## src/design/chcs_pkg.sv

```systemverilog
// shared constants and carriers for the channel assess / sync / turnaround block
package chcs_pkg;

    ////////////////////////////////////////////////////////////////////////////
    // register offsets on the serial configuration port
    localparam logic [5:0]  CHCS_ADDR_STATUS  = 6'h13;
    localparam logic [5:0]  CHCS_ADDR_SYNC    = 6'h14;
    localparam logic [5:0]  CHCS_ADDR_TXC     = 6'h15;
    localparam logic [5:0]  CHCS_ADDR_RXC     = 6'h16;

    ////////////////////////////////////////////////////////////////////////////
    // reset values and write masks
    localparam logic [7:0]  CHCS_THR_RESET    = 8'he0;      // -32 dB
    localparam logic [7:0]  CHCS_SIGNAL_AND_CHANNEL_STATUS_INVALID = 8'h80;      // -128, no estimate
    localparam logic [15:0] CHCS_SYNC_RESET   = 16'ha70f;
    localparam logic [15:0] CHCS_TXC_RESET    = 16'ha0ff;
    localparam logic [15:0] CHCS_RXC_RESET    = 16'h12e5;
    localparam logic [15:0] CHCS_RXC_WMASK    = 16'h3fff;   // bits 15:14 held at zero

    ////////////////////////////////////////////////////////////////////////////
    // field positions
    localparam int          CHCS_THR_LSB      = 8;
    localparam int          CHCS_TURN_BIT     = 13;
    localparam int          CHCS_PWR_LSB      = 0;
    localparam int          CHCS_CUR_LSB      = 6;

    ////////////////////////////////////////////////////////////////////////////
    // timing: 4 ns clock, 16 us symbol
    localparam int          CHCS_CLK_PERIOD_PS = 4000;
    localparam int          CHCS_SYM_PERIOD_US = 16;
    localparam int          CHCS_SYM_CYC       = CHCS_SYM_PERIOD_US * 1000000 / CHCS_CLK_PERIOD_PS;
    localparam int          CHCS_TURN_SHORT_US = 128;
    localparam int          CHCS_TURN_LONG_US  = 192;
    localparam int          CHCS_TURN_SHORT_CYC = CHCS_TURN_SHORT_US * 1000000 / CHCS_CLK_PERIOD_PS;
    localparam int          CHCS_TURN_LONG_CYC  = CHCS_TURN_LONG_US * 1000000 / CHCS_CLK_PERIOD_PS;
    localparam logic [3:0]  CHCS_AVG_SYMS     = 4'h8;

    ////////////////////////////////////////////////////////////////////////////
    // sync nibble codes
    localparam logic [3:0]  CHCS_NIB_SKIP     = 4'hf;
    localparam logic [3:0]  CHCS_NIB_ZERO     = 4'h0;

    typedef enum logic [1:0] {
        CHCS_TX_IDLE = 2'b00,
        CHCS_TX_WAIT = 2'b01,
        CHCS_TX_SYNC = 2'b10
    } chcs_tx_state_type;

    typedef enum logic {
        CHCS_SY_IDLE = 1'b0,
        CHCS_SY_SEND = 1'b1
    } chcs_sy_state_type;

    // one register access from the serial port decoder
    typedef struct packed {
        logic [5:0]  addr;
        logic        wr;
        logic        rd;
        logic [15:0] wdata;
    } chcs_reg_req_type;

    // one symbol with its strobe
    typedef struct packed {
        logic [3:0]  symbol;
        logic        valid;
    } chcs_sym_type;

endpackage : chcs_pkg

```

## src/design/chcs_sync.sv

```systemverilog
`timescale 1ns/1ps
`default_nettype none
module chcs_sync (
    input  wire logic                  clk,            // system clock
    input  wire logic                  rst_b,          // sync reset, active low
    input  wire logic                  sym_tick,       // one pulse per symbol
    input  wire logic [15:0]           pattern,        // frame sync pattern
    input  wire logic                  tx_go,          // start sending the pattern
    output logic                       tx_busy,        // pattern being sent
    output chcs_pkg::chcs_sym_type     tx_sym,         // sent symbol, registered
    input  wire chcs_pkg::chcs_sym_type rx_sym,        // received symbol
    output logic                       frame_sync_found // pulse, registered
);
    import chcs_pkg::*;

    typedef struct packed {
        chcs_sy_state_type st;
        logic [1:0]        idx;
        logic [15:0]       pat;
        chcs_sym_type      out;
        logic [4:0][3:0]   hist;   // [0] newest
        logic              found;
    } chcs_sy_reg_type;

    chcs_sy_reg_type st_r;
    chcs_sy_reg_type st_nxt;

    // skip nibbles are don't-care; a zero must precede the first demanded one
    function automatic logic chcs_match(logic [4:0][3:0] h, logic [15:0] p);
        logic       ok;
        logic       zero_done;
        logic [3:0] nib;
        ok        = 1'b1;
        zero_done = 1'b0;
        for (int i = 0; i < 4; i++) begin
            nib = p[4*i +: 4];
            if (nib != CHCS_NIB_SKIP) begin
                if (!zero_done && h[4-i] != CHCS_NIB_ZERO) begin
                    ok = 1'b0;
                end
                zero_done = 1'b1;
                if (h[3-i] != nib) begin
                    ok = 1'b0;
                end
            end
        end
        return ok;
    endfunction : chcs_match

    ////////////////////////////////////////////////////////////////////////////
    // next state
    always_comb begin
        logic [3:0] nib;
        st_nxt           = st_r;
        st_nxt.out.valid = 1'b0;
        st_nxt.found     = 1'b0;
        nib              = st_r.pat[{st_r.idx, 2'b00} +: 4];
        unique case (st_r.st)
            CHCS_SY_IDLE: begin
                if (tx_go) begin
                    st_nxt.st  = CHCS_SY_SEND;
                    st_nxt.idx = 2'b00;
                    st_nxt.pat = pattern;   // latched so a rewrite mid-frame is harmless
                end
            end
            CHCS_SY_SEND: begin
                if (sym_tick) begin
                    // low nibble first skip nibbles go out as zero
                    st_nxt.out.symbol = (nib == CHCS_NIB_SKIP) ? CHCS_NIB_ZERO : nib;
                    st_nxt.out.valid  = 1'b1;
                    st_nxt.idx        = st_r.idx + 2'b01;
                    if (st_r.idx == 2'b11) begin
                        st_nxt.st = CHCS_SY_IDLE;
                    end
                end
            end
        endcase
        // receive history and match
        if (rx_sym.valid) begin
            st_nxt.hist  = {st_r.hist[3:0], rx_sym.symbol};
            st_nxt.found = chcs_match({st_r.hist[3:0], rx_sym.symbol}, pattern);
        end
    end

    ////////////////////////////////////////////////////////////////////////////
    // registers
    always_ff @(posedge clk) begin
        if (!rst_b) begin
            st_r      <= '0;
            st_r.hist <= {5{CHCS_NIB_SKIP}};   // non-zero fill blocks a false match
        end else begin
            st_r <= st_nxt;
        end
    end

    assign tx_busy          = (st_r.st == CHCS_SY_SEND);
    assign tx_sym           = st_r.out;
    assign frame_sync_found = st_r.found;
endmodule : chcs_sync
`default_nettype wire

```

## src/design/chcs_top.sv

```systemverilog
// Notes on behaviour
// - threshold is status bits 15:8, signed dB, resets to -32
// - clear-channel output high while estimate below threshold minus hysteresis
// - estimate byte is read-only, signed dB, average of last 8 symbols
// - valid bit rises only after receiver enabled for 8 symbol periods
// - estimate resets to -128, meaning no valid estimate
// - sync pattern resets to a70f, used lowest nibble first
// - transmitted sync nibble f becomes symbol zero
// - received sync nibble f is don't-care
// - a zero symbol must precede the first demanded sync symbol
// - transmit waits 8 or 12 symbols after strobe; select resets to 1
// - power level bits 4:0 reset 31, amplifier current bits 8:6 reset 3
// - clear-channel set below threshold minus hysteresis, cleared at threshold
`timescale 1ns/1ps
`default_nettype none
module chcs_top #(
    parameter int TURN_SHORT_CYC = chcs_pkg::CHCS_TURN_SHORT_CYC,  // 8 symbol wait
    parameter int TURN_LONG_CYC  = chcs_pkg::CHCS_TURN_LONG_CYC    // 12 symbol wait
) (
    input  wire logic                     clk,                      // 250 MHz
    input  wire logic                     rst_b,                    // sync reset, active low
    input  wire chcs_pkg::chcs_reg_req_type reg_req,                // decoded port access
    output logic [15:0]                   reg_rdata,                // read data, registered
    input  wire logic                     rx_enable,                // receiver running
    input  wire logic [7:0]               signal_and_channel_status_sample,              // per-symbol level, signed
    input  wire logic [2:0]               clear_channel_hysteresis, // dB
    input  wire logic                     transmit_on_strobe,       // start transmit
    input  wire chcs_pkg::chcs_sym_type   rx_sym,                   // demodulated symbol
    output logic                          clear_channel_indication, // pin, registered
    output logic                          signal_strength_valid,    // estimate usable
    output logic [4:0]                    output_power_level,       // from register
    output logic [2:0]                    amplifier_current_adjust, // from register
    output logic                          tx_start_delay_select,    // from register
    output logic                          tx_start,                 // pulse, wait over
    output logic                          tx_busy,                  // wait or sync send
    output chcs_pkg::chcs_sym_type        tx_sym,                   // modulator symbol
    output logic                          frame_sync_found          // pulse
);
    import chcs_pkg::*;

    typedef struct packed {
        logic [7:0]        thr;
        logic [7:0]        signal_and_channel_status;
        logic [15:0]       sync;
        logic [15:0]       txc;
        logic [15:0]       rxc;
        logic [15:0]       rdata;
        logic [11:0]       sym_cnt;
        logic              sym_tick;
        logic [7:0][7:0]   samples;   // [0] newest
        logic [3:0]        en_syms;
        logic              cca;
        chcs_tx_state_type tx_state;
        logic [15:0]       turn_cnt;
        logic              tx_go;
    } chcs_top_reg_type;

    chcs_top_reg_type st_r;
    chcs_top_reg_type st_nxt;
    logic             sync_busy;

    // sign extend a dB byte for comparisons that may underflow
    function automatic logic signed [9:0] chcs_sx(logic [7:0] v);
        return $signed({{2{v[7]}}, v});
    endfunction : chcs_sx

    // floor mean of eight signed samples
    function automatic logic [7:0] chcs_avg(logic [7:0][7:0] s);
        logic signed [10:0] acc;
        acc = '0;
        for (int i = 0; i < 8; i++) begin
            acc = acc + $signed({{3{s[i][7]}}, s[i]});
        end
        return acc[10:3];
    endfunction : chcs_avg

    ////////////////////////////////////////////////////////////////////////////
    // next state
    always_comb begin
        logic [7:0][7:0]    smp;
        logic [3:0]         cnt;
        logic signed [9:0]  lo;
        st_nxt          = st_r;
        st_nxt.sym_tick = 1'b0;
        st_nxt.tx_go    = 1'b0;
        smp             = {st_r.samples[6:0], signal_and_channel_status_sample};
        cnt             = st_r.en_syms;
        lo              = chcs_sx(st_r.thr) - $signed({7'h00, clear_channel_hysteresis});

        // symbol divider: one enable pulse every symbol period
        if (st_r.sym_cnt == 12'(CHCS_SYM_CYC - 1)) begin
            st_nxt.sym_cnt  = '0;
            st_nxt.sym_tick = 1'b1;
        end else begin
            st_nxt.sym_cnt = st_r.sym_cnt + 12'h001;
        end

        // estimate: first tick may be a partial symbol, so count one extra
        if (!rx_enable) begin
            st_nxt.en_syms = '0;
            st_nxt.signal_and_channel_status    = CHCS_SIGNAL_AND_CHANNEL_STATUS_INVALID;
        end else if (st_r.sym_tick) begin
            st_nxt.samples = smp;
            if (cnt <= CHCS_AVG_SYMS) begin
                cnt = cnt + 4'h1;
            end
            st_nxt.en_syms = cnt;
            st_nxt.signal_and_channel_status    = (cnt > CHCS_AVG_SYMS) ? chcs_avg(smp)
                                                   : CHCS_SIGNAL_AND_CHANNEL_STATUS_INVALID;
        end

        // clear-channel with hysteresis; hysteresis 0 is a plain threshold
        if (chcs_sx(st_r.signal_and_channel_status) < lo) begin
            st_nxt.cca = 1'b1;
        end else if (chcs_sx(st_r.signal_and_channel_status) >= chcs_sx(st_r.thr)) begin
            st_nxt.cca = 1'b0;
        end

        // transmit turnaround; strobes while busy are dropped
        unique case (st_r.tx_state)
            CHCS_TX_IDLE: begin
                if (transmit_on_strobe) begin
                    st_nxt.tx_state = CHCS_TX_WAIT;
                    st_nxt.turn_cnt = st_r.txc[CHCS_TURN_BIT]
                                    ? 16'(TURN_LONG_CYC - 2) : 16'(TURN_SHORT_CYC - 2);
                end
            end
            CHCS_TX_WAIT: begin
                if (st_r.turn_cnt == 16'h0000) begin
                    st_nxt.tx_state = CHCS_TX_SYNC;
                    st_nxt.tx_go    = 1'b1;
                end else begin
                    st_nxt.turn_cnt = st_r.turn_cnt - 16'h0001;
                end
            end
            CHCS_TX_SYNC: begin
                if (!st_r.tx_go && !sync_busy) begin
                    st_nxt.tx_state = CHCS_TX_IDLE;
                end
            end
            default: begin
                st_nxt.tx_state = CHCS_TX_IDLE;
            end
        endcase

        // register writes
        if (reg_req.wr) begin
            unique case (reg_req.addr)
                CHCS_ADDR_STATUS: st_nxt.thr  = reg_req.wdata[15:CHCS_THR_LSB];
                CHCS_ADDR_SYNC:   st_nxt.sync = reg_req.wdata;
                CHCS_ADDR_TXC:    st_nxt.txc  = reg_req.wdata;
                CHCS_ADDR_RXC:    st_nxt.rxc  = reg_req.wdata & CHCS_RXC_WMASK;
                default: ;
            endcase
        end

        // register reads, unmapped offsets give zero
        if (reg_req.rd) begin
            unique case (reg_req.addr)
                CHCS_ADDR_STATUS: st_nxt.rdata = {st_r.thr, st_r.signal_and_channel_status};
                CHCS_ADDR_SYNC:   st_nxt.rdata = st_r.sync;
                CHCS_ADDR_TXC:    st_nxt.rdata = st_r.txc;
                CHCS_ADDR_RXC:    st_nxt.rdata = st_r.rxc;
                default:          st_nxt.rdata = '0;
            endcase
        end
    end

    ////////////////////////////////////////////////////////////////////////////
    // registers
    always_ff @(posedge clk) begin
        if (!rst_b) begin
            st_r      <= '0;
            st_r.thr  <= CHCS_THR_RESET;
            st_r.signal_and_channel_status <= CHCS_SIGNAL_AND_CHANNEL_STATUS_INVALID;
            st_r.sync <= CHCS_SYNC_RESET;
            st_r.txc  <= CHCS_TXC_RESET;
            st_r.rxc  <= CHCS_RXC_RESET;
        end else begin
            st_r <= st_nxt;
        end
    end

    ////////////////////////////////////////////////////////////////////////////
    // sync pattern engine
    chcs_sync u_sync (
        .clk              (clk),
        .rst_b            (rst_b),
        .sym_tick         (st_r.sym_tick),
        .pattern          (st_r.sync),
        .tx_go            (st_r.tx_go),
        .tx_busy          (sync_busy),
        .tx_sym           (tx_sym),
        .rx_sym           (rx_sym),
        .frame_sync_found (frame_sync_found)
    );

    ////////////////////////////////////////////////////////////////////////////
    // outputs
    assign reg_rdata                = st_r.rdata;
    assign clear_channel_indication = st_r.cca;
    assign signal_strength_valid    = (st_r.en_syms > CHCS_AVG_SYMS);
    assign output_power_level       = st_r.txc[CHCS_PWR_LSB +: 5];
    assign amplifier_current_adjust = st_r.txc[CHCS_CUR_LSB +: 3];
    assign tx_start_delay_select    = st_r.txc[CHCS_TURN_BIT];
    assign tx_start                 = st_r.tx_go;
    assign tx_busy                  = (st_r.tx_state != CHCS_TX_IDLE);

    // helper: cycles spent waiting and the select taken with the strobe
    logic [15:0] chk_wait_r;
    logic        chk_sel_r;
    always_ff @(posedge clk) begin
        if (!rst_b) begin
            chk_wait_r <= '0;
            chk_sel_r  <= 1'b0;
        end else if (st_r.tx_state == CHCS_TX_IDLE) begin
            chk_wait_r <= '0;
            chk_sel_r  <= st_r.txc[CHCS_TURN_BIT];
        end else if (st_r.tx_state == CHCS_TX_WAIT) begin
            chk_wait_r <= chk_wait_r + 16'h0001;
        end
    end

    // helper: cycles since the receiver was enabled, saturating so it never wraps
    logic [16:0] chk_en_r;
    always_ff @(posedge clk) begin
        if (!rst_b || !rx_enable) begin
            chk_en_r <= '0;
        end else if (chk_en_r != 17'h1ffff) begin
            chk_en_r <= chk_en_r + 17'h00001;
        end
    end
endmodule : chcs_top
`default_nettype wire

```

## config.mk

```make
export PLATFORM = sky130hd
export DESIGN_NAME = chcs_top
export DESIGN_NICKNAME = d
export VERILOG_FILES = /design/src/design/chcs_pkg.sv /design/src/design/chcs_sync.sv /design/src/design/chcs_top.sv
export SDC_FILE = /design/constraint.sdc
export NUM_CORES = 1
export LEC_CHECK = 0
export ABC_AREA = 1
export BUFFER_PORTS_ARGS = -buffer_cell sky130_fd_sc_hd__buf_4
export CAP_MARGIN = 40
export CELL_PAD_IN_SITES_DETAIL_PLACEMENT = 0
export CELL_PAD_IN_SITES_GLOBAL_PLACEMENT = 2
export CORE_ASPECT_RATIO = 1.25
export CORE_MARGIN = 2
export CORE_UTILIZATION = 38
export CTS_CLUSTER_DIAMETER = 60
export DETAILED_ROUTE_END_ITERATION = 10
export PLACE_DENSITY = 0.95
export SETUP_SLACK_MARGIN = 0.2
export SYNTH_ARGS = -nofsm -noshare
export SYNTH_HDL_FRONTEND = slang
export SYNTH_SLANG_ARGS = --single-unit
```

## constraint.sdc

```tcl
create_clock -name clk -period 6.15 [get_ports clk]
set_input_delay 0.3075 -clock clk [delete_from_list [all_inputs] [get_ports clk]]
set_output_delay 0.3075 -clock clk [all_outputs]
set_load 0.02 [all_outputs]
```

==> impl_metrics.py <==
metrics = {
    "status": {
        "outcome": "finished clean",
    },
    "route": {
        "drtIter0Drc": 484,
        "firstDrtPassIters": 5,
        "totalWireLength_um": 27100,
        "wl_per_cell_um": 13.7,
        "drc_errors": 0,
        "vias_per_cell": 4.79,
        "vias": 9459,
        "antenna_left": 0,
    },
    "setup_path": {
        "cpMostUsedCell": "fa_1",
        "cp_max_fo": 3,
        "cp_cell_sequence": "inv_1 > fa_1 > inv_1 > fa_1 > fa_1 > inv_1 > fa_1 > inv_1 > nand2_1 > fa_1 > o21ai_0 > nand3_1 > nand3_1 > nand2_1 > o21ai_0 > nand2_1",
        "reg2reg_slack_ps": 1960,
        "r2r_end": "st_r[172]",
        "crit_type": "register to register",
        "worstPathRequired_ps": 6570,
        "arrival_ps": 4610,
        "worstSetupStartpointType": "register",
        "endpoint_kind": "register",
        "cp_slowest_cell": "fa_1",
        "rr_worst_depth": 16,
        "crit_start": "st_r[26]",
        "max_stage_delay_ps": 550,
        "timing.rr.start": "st_r[26]",
    },
    "timing": {
        "max_slew_margin_pct": 41.2,
        "max_freq_ghz": 0.239,
        "worstMarginPinSlew_ps": 881,
        "setup_viol": 0,
        "skew_ps": 18.6,
        "rsz0062_at_grt": "false",
        "hold_slack_ps": 27.1,
        "setup-tns-final_ps": 0,
        "post-route-period-util_pct": 68.1,
        "layout_min_cycle_time_ps": 4190,
        "final-max-slew-violation-count": 0,
        "hold_viol_final": 0,
    },
    "place": {
        "dp.cells": 1921,
        "dp_hpwl_um": 19400,
        "place_congestion": 0.827,
        "port_buffers": 78,
        "postPlaceCellArea_um2": 12000,
    },
    "final_layout": {
        "n_antenna_cell": 0,
        "fin_nets": 1690,
        "drive_gt1_share_pct": 9.63,
        "utilization_pct": 44.0,
        "syn2layout_area_growth_pct": 13.5,
        "final_cell_area_um2": 12900,
        "stdcell_count": 1975,
    },
    "synthesis": {
        "synth.area.top_cells": "dfxtp_1 (37%), nand2_1 (10%), fa_1 (9.0%)",
        "synth_area_um2": 11400,
        "synth_cells": 1530,
        "async_flop_share_pct": 0,
        "ys_seq_elements": 212,
        "synth_edf_count": 0,
        "synth_fp_nets": 1659,
        "ys_types": 41,
        "yosysTopAreaCell": "dfxtp_1",
        "synth_top_area_share_pct": 37.3,
        "syn_avg_cell_area_um2": 7.44,
        "ys.flop_type": "dfxtp_1",
        "yosysWarnings": 0,
        "ys_seq_area_share_pct": 37.3,
    },
    "global_route": {
        "grt_start_max_net_pins": 100,
        "grt_pass1_wl_um": 44900,
        "grt_overflow": 0,
        "grt_usage_pct": 17.2,
        "grt_antenna_before_repair": 0,
        "grt_pass1_vias": 9212,
    },
    "floorplan": {
        "fp.dieH_um": 198,
        "ios": 79,
        "dieWidth_um": 159,
        "initial_core_util_pct": 38.8,
        "core_um2": 29300,
        "rows": 70,
        "die-area_um2": 31400,
    },
    "cts": {
        "htreeDepth": 1,
        "root_buffer": "clkbuf_16",
        "postCtsSetupRepairBufs": 0,
        "cts.repair.resized": 0,
        "clk_latency_ps": 530,
        "cts_sinks": 212,
        "postCtsHoldBufs": 9,
        "cts_tree": "done",
        "clkTransAtPathRegs_ps": 60,
        "cts_inserted_buffers": 25,
        "clock_path_buffers": 3,
    },
    "run": {
        "cap_viol_max_count": 0,
    },
    "power": {
        "cellLeakagePower_nw": 5.77,
        "power_density_nw_per_um2": 243,
        "irDropWorstVdd_mv": 0.191,
    },
    "hold_path": {
        "worstHoldEndpoint": "u_sync.st_r[1]",
        "min-delay-start": "rx_sym[1]",
        "whs_path_depth": 3,
        "hold_class": "input port to register",
    },
}
cells in the final DEF, fill, tap and decap left out, drive strengths merged, types with 2 or more instances in the layout:
cell / synthesis / final
nand2: 315 / 315
inv: 238 / 239
dfxtp: 212 / 212
o21ai: 149 / 149
nor2: 144 / 144
a21oi: 130 / 130
buf: 52 / 82
nand3: 63 / 63
fa: 51 / 51
clkbuf: 35 / 37
ha: 34 / 34
xor2: 22 / 22
nand4: 17 / 17
o211ai: 15 / 15
nor3: 11 / 11
xnor2: 10 / 10
dlygate4sd3: 0 / 9
clkinv: 2 / 7
nor4: 6 / 6
a31oi: 5 / 5
or2: 5 / 5
nor3b: 4 / 4
a211oi: 3 / 3
and3: 2 / 2
o21bai: 2 / 2
bufinv: 0 / 2
cells by family after synthesis:
logic type               count (synthesis)  synth area share (%)
adder cells (fa/ha/maj)                 85                  12.7
AO/OA/AOI/OAI                          307                  14.1
buffers and inverters                  327                  12.2
AND/OR/NAND/NOR                        567                  21.2
XOR/XNOR                                32                  2.46
flip-flops                             212                  37.3
cells in the mapped netlist, types with 3 or more instances:
cell,instances
a31oi_1,5
nor2_2,10
o21ai_0,144
ha_1,34
o21ai_1,4
dfxtp_1,212
or2_2,3
nand4_1,17
nand3_1,62
nor4_1,6
buf_2,14
nand2_1,309
nor3b_1,4
inv_2,3
a21oi_1,130
nand2_2,3
xor2_1,22
nor3_1,11
nand2_4,3
fa_1,51
o211ai_1,15
a211oi_1,3
clkbuf_1,35
inv_1,235
nor2_4,5
xnor2_1,10
nor2_1,129
buf_4,34
layout make-up:
type                       instances  area [um2]
inverter                         240         902
multi-input combinational        991        5750
sequential                       212        4240
clock buffer                      37         721
tap                              396         495
timing repair buffer              91         706
fill                            3038       16400
clock inverter                     8        93.8
metrics by stage:
step / worst slack (ps) / power [mW]
after floorplan: 2300 / 1.62
after global placement: 1850 / 1.69
after detailed placement: 1810 / 1.69
after CTS: 1900 / 3.18
after global routing: 1680 / 3.27
final: 1960 / 3.14
sequential cells by signal, indices dropped and copies added, names as in the netlist:
register and flops:
reg_rdata 16, st_r 144, u_sync.st_r 34, u_sync.tx_busy 1, u_sync.frame_sync_found 1, u_sync.tx_sym 5
output_power_level 5, tx_start_delay_select 1, tx_start 1, amplifier_current_adjust 3, clear_channel_indication 1
metal layers:
metal | vias up | part of all wire [%] | wire, um | track usage [%]
li1 | 4888 | - | - | -
met4 | 0 | 2.2 | 586 | 5.10
met2 | 137 | 50 | 13700 | 32.3
met3 | 36 | 4.3 | 1150 | 2.96
met1 | 4398 | 43 | 11700 | 20.1
met5 | - | 0 | 0 | 0
how the worst max path moves through the flow:
stage / to
final: st_r[172]
after global routing: st_r[172]
after CTS: st_r[172]
after detailed placement: st_r[172]
after global placement: st_r[172]
after floorplan: st_r[172]
critical path, delay by kind of cell (launching register included):
| kind | cells | cell delay, ps |
|---|---|---|
| AOI/OAI and AO/OA | 2 | 610 |
| buffers and inverters | 4 | 240 |
| adders and majority gates | 5 | 2420 |
| and+or+nand+nor | 5 | 480 |
| DFF | 1 | 320 |
report_power, final:
group | switching, mW | internal, mW
clock network | 0.583 | 0.891
registers | 0.0234 | 1.40
logic | 0.151 | 0.0900
total | 0.758 | 2.38
No activity file was read; power rests on OpenSTA's default activity.
